==> src/kiu_pkg.sv <==
package kiu_pkg;
  localparam int unsigned KIU_NPINS    = 5;
  // register byte addresses
  localparam logic [11:0] KIU_OFS_CTRL = 12'h000;
  localparam logic [11:0] KIU_OFS_EN   = 12'h004;
  // keypad_status_control fields
  localparam int unsigned KIU_BIT_MODE = 0;
  localparam int unsigned KIU_BIT_MASK = 1;
  localparam int unsigned KIU_BIT_ACK  = 2;
  localparam int unsigned KIU_BIT_FLAG = 3;
  localparam logic [4:0]  KIU_EN_RST   = 5'h00;
  localparam logic [15:0] KIU_VEC_HI   = 16'hffde;
  localparam logic [15:0] KIU_VEC_LO   = 16'hffdf;
endpackage

==> src/kiu_keypad_irq_unit.sv <==
// Design decisions made here: the register addresses and the APB register port.
`timescale 1ns/1ps
module kiu_keypad_irq_unit #(
  parameter int unsigned NPINS = kiu_pkg::KIU_NPINS
) (
  input  wire logic              pclk,
  input  wire logic              presetn,
  input  wire logic              psel,
  input  wire logic              penable,
  input  wire logic              pwrite,
  input  wire logic [11:0]       paddr,
  input  wire logic [31:0]       pwdata,
  output logic      [31:0]       prdata,
  output logic                   pready,
  output logic                   pslverr,
  input  wire logic [NPINS-1:0]  key_pin_in,
  input  wire logic [NPINS-1:0]  port_dir_out,
  output logic      [NPINS-1:0]  key_pin_oe_mask,
  output logic      [NPINS-1:0]  key_pullup_en,
  input  wire logic              vector_fetch,
  output logic                   cpu_irq_req,
  output logic                   wake_req,
  output logic      [15:0]       irq_vector_addr
);
  import kiu_pkg::*;

  logic [NPINS-1:0] pin_irq_enable_bits_q;
  logic             level_sense_select_q;
  logic             irq_mask_q;
  logic             irq_pending_flag_q;
  logic [NPINS-1:0] sync1_q, sync2_q;
  logic             all_high_prev_q;
  logic             ack_seen_q;
  logic             all_high, any_low, fall_evt, ack, wr, rd, hit_ctrl, hit_en;

  assign wr       = psel && penable && pwrite;
  assign rd       = psel && !pwrite;
  assign hit_ctrl = paddr == KIU_OFS_CTRL;
  assign hit_en   = paddr == KIU_OFS_EN;
  assign pready   = 1'b1;
  assign pslverr  = psel && penable && !(hit_ctrl || hit_en);

  // two-stage synchroniser; first stage only feeds the second
  always_ff @(posedge pclk or negedge presetn) begin
    if (!presetn) begin
      sync1_q <= '1;
      sync2_q <= '1;
    end else begin
      sync1_q <= key_pin_in;
      sync2_q <= sync1_q;
    end
  end

  // disabled pins count as high so they never block or trigger
  assign all_high = &(sync2_q | ~pin_irq_enable_bits_q);
  assign any_low  = !all_high;

  always_ff @(posedge pclk or negedge presetn) begin
    if (!presetn) all_high_prev_q <= 1'b1;
    else          all_high_prev_q <= all_high;
  end

  // fires once when the enabled set leaves all-high; a second pin
  // falling while one is low is not seen
  assign fall_evt = all_high_prev_q && any_low;
  assign ack = vector_fetch || (wr && hit_ctrl && pwdata[KIU_BIT_ACK]);

  // level mode: an ack taken while a pin is low is remembered, so the
  // request still clears when the pins come back high afterwards
  always_ff @(posedge pclk or negedge presetn) begin
    if (!presetn) begin
      ack_seen_q <= 1'b0;
    end else if (fall_evt || !level_sense_select_q || all_high) begin
      ack_seen_q <= 1'b0;
    end else if (ack) begin
      ack_seen_q <= 1'b1;
    end
  end

  // set beats clear; level mode re-asserts while any enabled pin stays low
  always_ff @(posedge pclk or negedge presetn) begin
    if (!presetn) begin
      irq_pending_flag_q <= 1'b0;
    end else if (fall_evt) begin
      irq_pending_flag_q <= 1'b1;
    end else if (level_sense_select_q && any_low) begin
      irq_pending_flag_q <= 1'b1;
    end else if (ack || (level_sense_select_q && ack_seen_q)) begin
      irq_pending_flag_q <= 1'b0;
    end
  end

  always_ff @(posedge pclk or negedge presetn) begin
    if (!presetn) begin
      level_sense_select_q <= 1'b0;
      irq_mask_q           <= 1'b0;
    end else if (wr && hit_ctrl) begin
      level_sense_select_q <= pwdata[KIU_BIT_MODE];
      irq_mask_q           <= pwdata[KIU_BIT_MASK];
    end
  end

  always_ff @(posedge pclk or negedge presetn) begin
    if (!presetn) pin_irq_enable_bits_q <= KIU_EN_RST;
    else if (wr && hit_en) pin_irq_enable_bits_q <= pwdata[NPINS-1:0];
  end

  always_comb begin
    prdata = 32'h0000_0000;
    if (rd && hit_ctrl) begin
      prdata[KIU_BIT_MODE] = level_sense_select_q;
      prdata[KIU_BIT_MASK] = irq_mask_q;
      prdata[KIU_BIT_FLAG] = irq_pending_flag_q;
      // ack bit left at zero: write-only
    end else if (rd && hit_en) begin
      prdata[NPINS-1:0] = pin_irq_enable_bits_q;
    end
  end

  assign cpu_irq_req     = irq_pending_flag_q && !irq_mask_q;
  assign wake_req        = cpu_irq_req;
  assign irq_vector_addr = KIU_VEC_HI;
  assign key_pullup_en   = pin_irq_enable_bits_q;
  // port drivers: output only when direction set and not a key input
  assign key_pin_oe_mask = port_dir_out & ~pin_irq_enable_bits_q;

  property p_edge_latch;
    @(posedge pclk) disable iff (!presetn) fall_evt |=> irq_pending_flag_q;
  endproperty
  a_edge_latch: assert property (p_edge_latch) else $error("edge not latched");

  property p_edge_ack;
    @(posedge pclk) disable iff (!presetn)
      (ack && !fall_evt && !level_sense_select_q) |=> !irq_pending_flag_q;
  endproperty
  a_edge_ack: assert property (p_edge_ack) else $error("ack did not clear");

  property p_level_hold;
    @(posedge pclk) disable iff (!presetn)
      (level_sense_select_q && any_low) |=> irq_pending_flag_q;
  endproperty
  a_level_hold: assert property (p_level_hold) else $error("level not held");

  property p_no_spurious;
    @(posedge pclk) disable iff (!presetn)
      (!irq_pending_flag_q && !fall_evt && !(level_sense_select_q && any_low))
      |=> !irq_pending_flag_q;
  endproperty
  a_no_spurious: assert property (p_no_spurious) else $error("spurious set");

  property p_mask;
    @(posedge pclk) disable iff (!presetn) cpu_irq_req |-> !irq_mask_q && irq_pending_flag_q;
  endproperty
  a_mask: assert property (p_mask) else $error("mask ignored");

  property p_ack_reads_zero;
    @(posedge pclk) disable iff (!presetn) (rd && hit_ctrl) |-> !prdata[KIU_BIT_ACK];
  endproperty
  a_ack_reads_zero: assert property (p_ack_reads_zero) else $error("ack read one");

  property p_override;
    @(posedge pclk) disable iff (!presetn)
      (key_pin_oe_mask & pin_irq_enable_bits_q) == '0;
  endproperty
  a_override: assert property (p_override) else $error("enabled pin driven");

  property p_pullup;
    @(posedge pclk) disable iff (!presetn)
      (wr && hit_en) |=> key_pullup_en == $past(pwdata[NPINS-1:0]);
  endproperty
  a_pullup: assert property (p_pullup) else $error("pullup mismatch");

  property p_wake;
    @(posedge pclk) disable iff (!presetn) wake_req == cpu_irq_req;
  endproperty
  a_wake: assert property (p_wake) else $error("wake mismatch");

  property p_sync_in;
    @(posedge pclk) disable iff (!presetn)
      $past(presetn)
      |-> sync1_q == $past(key_pin_in);
  endproperty
  a_sync_in: assert property (p_sync_in) else $error("sync stage one wrong");

  property p_sync_chain;
    @(posedge pclk) disable iff (!presetn)
      $past(presetn)
      |-> sync2_q == $past(sync1_q);
  endproperty
  a_sync_chain: assert property (p_sync_chain) else $error("sync stage two wrong");

  property p_arm_prev;
    @(posedge pclk) disable iff (!presetn)
      $past(presetn)
      |-> all_high_prev_q == $past(all_high);
  endproperty
  a_arm_prev: assert property (p_arm_prev) else $error("arming not previous");

  property p_fall_pulse;
    @(posedge pclk) disable iff (!presetn)
      fall_evt
      |=> !fall_evt;
  endproperty
  a_fall_pulse: assert property (p_fall_pulse) else $error("edge event too long");

  property p_flag_read;
    @(posedge pclk) disable iff (!presetn)
      (rd && hit_ctrl)
      |-> prdata[KIU_BIT_FLAG] == irq_pending_flag_q;
  endproperty
  a_flag_read: assert property (p_flag_read) else $error("flag read wrong");

  property p_mode_write;
    @(posedge pclk) disable iff (!presetn)
      (wr && hit_ctrl)
      |=> level_sense_select_q == $past(pwdata[KIU_BIT_MODE]);
  endproperty
  a_mode_write: assert property (p_mode_write) else $error("mode not written");

  property p_mask_write;
    @(posedge pclk) disable iff (!presetn)
      (wr && hit_ctrl)
      |=> irq_mask_q == $past(pwdata[KIU_BIT_MASK]);
  endproperty
  a_mask_write: assert property (p_mask_write) else $error("mask not written");

  property p_en_no_trig;
    @(posedge pclk) disable iff (!presetn)
      (pin_irq_enable_bits_q == '0)
      |-> !fall_evt;
  endproperty
  a_en_no_trig: assert property (p_en_no_trig) else $error("disabled pin fired");

  property p_unmapped;
    @(posedge pclk) disable iff (!presetn)
      (wr && !hit_ctrl && !hit_en)
      |=> $stable(pin_irq_enable_bits_q) && $stable(irq_mask_q);
  endproperty
  a_unmapped: assert property (p_unmapped) else $error("unmapped write landed");

  property p_hold;
    @(posedge pclk) disable iff (!presetn)
      (irq_pending_flag_q && !ack && !ack_seen_q)
      |=> irq_pending_flag_q;
  endproperty
  a_hold: assert property (p_hold) else $error("request lost without ack");

  property p_ack_remember;
    @(posedge pclk) disable iff (!presetn)
      (level_sense_select_q && any_low && ack && !fall_evt)
      |=> ack_seen_q;
  endproperty
  a_ack_remember: assert property (p_ack_remember) else $error("ack forgotten");

  property p_level_clear;
    @(posedge pclk) disable iff (!presetn)
      (level_sense_select_q && all_high && (ack || ack_seen_q))
      |=> !irq_pending_flag_q;
  endproperty
  a_level_clear: assert property (p_level_clear) else $error("level not cleared");

  property p_vector;
    @(posedge pclk) disable iff (!presetn)
      cpu_irq_req
      |-> irq_vector_addr == KIU_VEC_HI;
  endproperty
  a_vector: assert property (p_vector) else $error("vector wrong");

  property p_ready;
    @(posedge pclk) disable iff (!presetn)
      (psel && penable)
      |-> pready;
  endproperty
  a_ready: assert property (p_ready) else $error("access stalled");

  c_edge:  cover property (@(posedge pclk) disable iff (!presetn) fall_evt ##1 ack);
  c_ackfirst: cover property (@(posedge pclk) disable iff (!presetn)
                              ack_seen_q ##1 !irq_pending_flag_q);
  c_fetch: cover property (@(posedge pclk) disable iff (!presetn)
                           vector_fetch && irq_pending_flag_q);
  c_level: cover property (@(posedge pclk) disable iff (!presetn)
                           level_sense_select_q && any_low && ack);
  c_irq:   cover property (@(posedge pclk) disable iff (!presetn) $rose(cpu_irq_req));
endmodule

==> config.mk <==
export PLATFORM = sky130hd
export DESIGN_NAME = kiu_keypad_irq_unit
export DESIGN_NICKNAME = d
export VERILOG_FILES = /design/src/kiu_pkg.sv /design/src/kiu_keypad_irq_unit.sv
export SDC_FILE = /design/constraint.sdc
export NUM_CORES = 1
export LEC_CHECK = 0
export ABC_AREA = 1
export BUFFER_PORTS_ARGS = -buffer_cell sky130_fd_sc_hd__buf_4
export CAP_MARGIN = 20
export CORE_ASPECT_RATIO = 0.6
export CORE_MARGIN = 3
export CORE_UTILIZATION = 37
export CTS_CLUSTER_DIAMETER = 30
export DETAILED_ROUTE_END_ITERATION = 12
export PLACE_DENSITY_LB_ADDON = 0.3
export SYNTH_ARGS = -nofsm -noshare
export SYNTH_HDL_FRONTEND = slang
export SYNTH_SLANG_ARGS = --single-unit
==> constraint.sdc <==
create_clock -name pclk -period 1.49 [get_ports pclk]
set_input_delay 0.0745 -clock pclk [delete_from_list [all_inputs] [get_ports pclk]]
set_output_delay 0.0745 -clock pclk [all_outputs]
set_load 0.01 [all_outputs]
* Word-level counts from Yosys, hierarchy flattened
Index checks and enable logic that the tools add are counted.
Word-level totals: bits in registers 20, input bits 60, output and inout port bits 62, logic and storage cells 49
Cells by class: equal/unequal tests 1, mux-type cells 10, bitwise logic cells 3, reductions and logical operators 27
Operators by type and width (count):
- logical AND 1 bit | 13
- == test 12 x 3 -> 1 bit (second input constant) | 1
- zero test 12 bit | 1
- two-way mux 1 bit | 8
- AND 5 bit | 1
- zero test 1 bit | 5
- logical OR 1 bit | 5
- two-way mux 5 bit | 1
- inverter 5 bit | 1
- OR 5 bit | 1
- AND reduction 5 bit | 1
- nonzero test 3 bit | 1
- two-way mux 2 bit | 1
- nonzero test 2 bit | 1

* Logic depth before layout (Yosys ltp)
depth after elaboration 9, depth in mapped cells 7, mapped depth without buffers 7

* Worst setup path before layout
No wires, ideal clock.
path kind register to register, from reg sync2_q[1], to reg irq_pending_flag_q, setup time 0.119 ns, arrival time 1.057 ns, required time 1.371 ns, setup slack 0.315 ns, cell stages (with the launch flop) 7, buffers on the path 0, period minus slack after synthesis 1.175 ns, path through dfstp_2 > inv_1 > nand2_1 > nand3_1 > or2_2 > o21ai_1 > nand2_1
On the way: word-level cells in the longest chain between the ends 6, elaborated cells between the ends (all ways) 8, those cells by class 2 x mux; 1 x bitwise; 5 x reduce/logical
RTL lines:
- start: declaration | RTL line kiu_keypad_irq_unit.sv:31 | logic [NPINS-1:0] sync1_q, sync2_q;
- start signal: assignment | RTL line kiu_keypad_irq_unit.sv:50 | sync2_q <= sync1_q;
- OR 5 bit (*) | RTL line kiu_keypad_irq_unit.sv:55 | assign all_high = &(sync2_q | ~pin_irq_enable_bits_q);
- AND reduction 5 bit (*) | RTL line kiu_keypad_irq_unit.sv:55
- zero test 1 bit (*) | RTL line kiu_keypad_irq_unit.sv:56 | assign any_low = !all_high;
- logical AND 1 bit | RTL line kiu_keypad_irq_unit.sv:86 | end else if (level_sense_select_q && any_low) begin
- two-way mux 1 bit | RTL line kiu_keypad_irq_unit.sv:86
- two-way mux 1 bit | RTL line kiu_keypad_irq_unit.sv:84 | end else if (fall_evt) begin
- end signal: assignment | RTL line kiu_keypad_irq_unit.sv:83 | irq_pending_flag_q <= 1'b0;
- end signal: assignment | RTL line kiu_keypad_irq_unit.sv:85 | irq_pending_flag_q <= 1'b1;
- end signal: assignment | RTL line kiu_keypad_irq_unit.sv:87 | irq_pending_flag_q <= 1'b1;
- end: declaration | RTL line kiu_keypad_irq_unit.sv:30 | logic irq_pending_flag_q;
Every way passes the cells marked *; elsewhere a longest branch is shown, timed or not. A chain may end at the register's enable or synchronous reset.

* Worst setup path in the final report
Ends and elaborated chain as after synthesis.

==> out/results.md <==
| Group | Parameter | This run |
|:---|:---|:---|
| status | Run status | finished clean |
| cells and area | Fraction of layout cells with a size suffix above 1 | 35.6% |
| sta | Shortest clock period the worst path allows after layout | 1.26 ns |
| routing | Drt total wl | 2570 um |
| sta | Final Skew | 0.00251 ns |
| setup path | Startpoint Class | register |
| placed design | Gpl congestion | 0.818 |
| yosys | Warnings from Yosys | 0 |
| clock network | Count of H-tree levels built during CTS | 1 |
| clock network | CTS tree | yes |
| setup path | Largest stage delay on the critical path | 0.52 ns |
| die | Die Outline Area | 0.00434 mm^2 |
| clock network | Post-CTS Hold Buffers | 6 |
| global routing | Number of antenna violations at the first check in global routing | 0 |
| sta | Peak clock frequency supported by timing | 0.794 GHz |
| routing | Drt pass-1 iters | 4 |
| routing | WL/cell | 9.84 um |
| global routing | GRT Residual Overflow | 0 |
| pwr | Gate power share | 17.6% |
| routing | Drt first-iter violations | 33 |
| pwr | Power density cells | 705 mW/mm^2 |
| global routing | Largest net degree at the start of global routing | 21 |
| sta | Slack of the critical path | 0.230 ns |
| setup path | Crit path max fanout | 2 |
| yosys | Count of state elements after synthesis | 20 |
| job | Reported max-cap violation count | 0 |
| placed design | Dpl ws | 0.238 ns |
| placed design | Count of buffers inserted at the top-level ports | 50 |
| sta | Final worst path period share | 84.5% |
| yosys | Mapped Area | 0.00132 mm^2 |
| global routing | Wire length of the first global-routing pass | 3870 um |
| pwr | Part of the total power dissipated in the clock network | 33.7% |
| cells and area | Finished layout cell area | 0.00169 mm^2 |
| sta | Max Transition Viols Final | 0 |
| global routing | Global router's overall resource usage | 11.4% |
| global routing | Via count of the first global-routing pass | 822 |
| clock network | # resized after CTS | 0 |
| die | Core Rows | 16 |
| clock network | Buffer type at the clock tree root | clkbuf_8 |
| setup path | Cell with the most instances on the worst path | nand2_1 |
| sta | Total count of hold-check failures in the final report | 0 |
| die | DIE WIDTH | 83.1 um |
| yosys | Number of instances in the synthesized netlist | 159 |
| pwr | Net switching share of the total power | 24.3% |
| die | Vertical extent of the die | 52.2 um |
| yosys | Number of unique standard cell types used by synthesis | 26 |
| die | Starting utilization of the core area | 39.4% |
| setup path | Delay-heaviest family, CP | flip-flops |
| clock network | Total clock buffers created by CTS | 3 |
| cells and area | Most used cells in the layout excluding fill and tap cells | 50 x buf_4, 44 x conb_1, 25 x inv_1 |
| routing | Total DRC errors in the routed layout | 0 |
| sta | Setup violators final | 0 |
| cells and area | Synthesis-to-layout area growth | 27.8% |
| routing | Routed via count | 964 |
| clock network | Buffers from clock root to sink, at most | 2 |
| pwr | Share of total power in sequential cells | 48.7% |
| setup path | Worst path arrival time | 1.41 ns |
| setup path | Crit-path cells | inv_1 > nand2_1 > nand3_1 > or2_2 > o21ai_1 > nand2_1 |
| yosys | Portion of the post-synthesis area used by sequential elements | 39.0% |
| clock network | Post-CTS setup buffer count | 0 |
| setup path | Critical path type | reg -> reg |
| placed design | Half-perimeter wire length after detailed placement | 2220 um |
| placed design | Standard cell area after detailed placement | 0.00157 mm^2 |
| clock network | Clock Pin Slew Worst Setup and Hold Paths | 0.07 ns |
| sta | Unrepaired setup endpoints after global routing | no |
| pwr | Net switching component of the power | 0.288 mW |
| pwr | Internal cell power | 0.899 mW |
| routing | Average via count per standard cell | 3.69 |
| clock network | Worst-Skew Late Latency | 0.25 ns |
| pwr | Static leakage | 0.961 nW |
| clock network | Sink count of the clock tree | 20 |
| setup path | Critical path buffer and inverter count | 1 |
| setup path | Worst Path Required | 1.64 ns |
| yosys | Average size of a mapped cell | 8.29 um^2 |
| cells and area | Leading cell type in the layout, fill and taps excluded | buf_4 |
| setup path | Slowest cell on crit path | dfstp_2 |
| worst hold path | Path category of the worst min-delay check | in -> reg |
| pwr | IR drop worst, VDD | 0.000441 V |
| setup path | Crit path capture type | register |
| routing | Antenna-violating nets left | 0 |
| die | Core Box Area | 0.00334 mm^2 |
| die | # IOs | 122 |
| cells and area | # fillers | 323 |
| sta | Sum of negative setup slack | 0 ns |
| cells and area | Diode insertion count for antenna repair | 0 |
| cells and area | Net total in the final layout | 277 |
## registers in the layout, summed over array words and instances, names as in the netlist
register and cells:
irq_mask_q 1, irq_pending_flag_q 1, sync2_q 5, key_pullup_en 5, all_high_prev_q 1, ack_seen_q 1, sync1_q 5, level_sense_select_q 1
## final timing paths
check / cells past startpoint / slack, ns / start / endpoint
worst max-delay path: 6 / 0.23 / sync2_q[1]$_DFF_PN1_ / irq_pending_flag_q$_DFFE_PN0P_
worst min-delay path: 3 / 0.07 / pwdata[3] / key_pullup_en[3]$_DFFE_PN0P_
worst max register to register: 6 / 0.23 / sync2_q[1]$_DFF_PN1_ / irq_pending_flag_q$_DFFE_PN0P_
worst min register to register: 0 / 0.36 / sync1_q[4]$_DFF_PN1_ / sync2_q[4]$_DFF_PN1_
max in group asynchronous: 2 / 1.00 / presetn / sync1_q[2]$_DFF_PN1_
min in group asynchronous: 2 / 0.23 / presetn / key_pullup_en[3]$_DFFE_PN0P_
## metal layers
layer,routed length (um),share of wire (%),vias up,track usage (%)
met4,10,0.39,0,1.63
li1,-,-,509,-
met5,0,0,-,0
met3,187,7.3,2,4.24
met1,1180,46,415,15.9
met2,1190,46,38,17.2
## metrics by stage
stage               instances  utilization, %  hold WS [ns]  power (mW)
floorplan                 201               -        -0.221       0.770
global placement          251            47.0       -0.0384       0.782
detailed placement        251            47.0       -0.0373       0.784
CTS                       261            50.4        0.0708        1.20
global route              261            50.4        0.0791        1.25
finish                    261            50.4        0.0700        1.19
## cell type report
| cell class | count | area (um^2) | share of cell area [%] |
|---|---|---|---|
| timing repair buffer | 56 | 435 | 25.8 |
| tap | 45 | 56.3 | 3.34 |
| inverter | 27 | 101 | 6.01 |
| clock buffer | 4 | 55.1 | 3.27 |
| multi-input combinational | 109 | 523 | 31.0 |
| sequential | 20 | 514 | 30.5 |
## power groups by stage
stage	Sequential [mW]	Combinational (mW)	Clock, mW
5_1_grt	0.580	0.234	0.438
3_5_place_dp	0.588	0.196	0
6_report	0.579	0.209	0.400
2_1_floorplan	0.586	0.184	0
3_3_place_gp	0.588	0.194	0
4_1_cts	0.579	0.209	0.417
## synthesized netlist by cell type
master	instances	area [um^2]
a21oi_1	3	15.0
o21a_1	2	15.0
o21ai_0	1	5.00
nand2_2	1	6.26
a211oi_1	1	7.51
dfrtp_1	9	225
nand3_1	6	30.0
nor2_4	1	11.3
nand3_4	1	17.5
nor2_2	2	12.5
or2_2	1	6.26
o22ai_1	1	6.26
buf_4	45	338
inv_1	25	93.8
nor3_4	1	16.3
dfstp_2	11	289
nand2_4	1	11.3
nor2_1	14	52.6
nor2_8	1	20.0
inv_2	2	7.51
nand4_1	1	6.26
nand2_1	17	63.8
nand3_2	1	10.0
conb_1	2	7.51
nor3_1	2	10.0
o21ai_1	7	35.0
## tightest hold or removal path, cell delays in order
cell	delay (ns)
buf_4	0.11
inv_1	0.04
o21ai_1	0.06
## cell families (layout without fill, tap and decap cells)
kind of cell	count (synthesis)	count (layout)	synth area share, %
AO/OA/AOI/OAI	15	15	6.36
buffers and inverters	72	87	33.3
flip-flops	20	20	39.0
other	2	44	0.569
AND/OR/NAND/NOR	50	50	20.8
(Power assumes the default switching activity.)
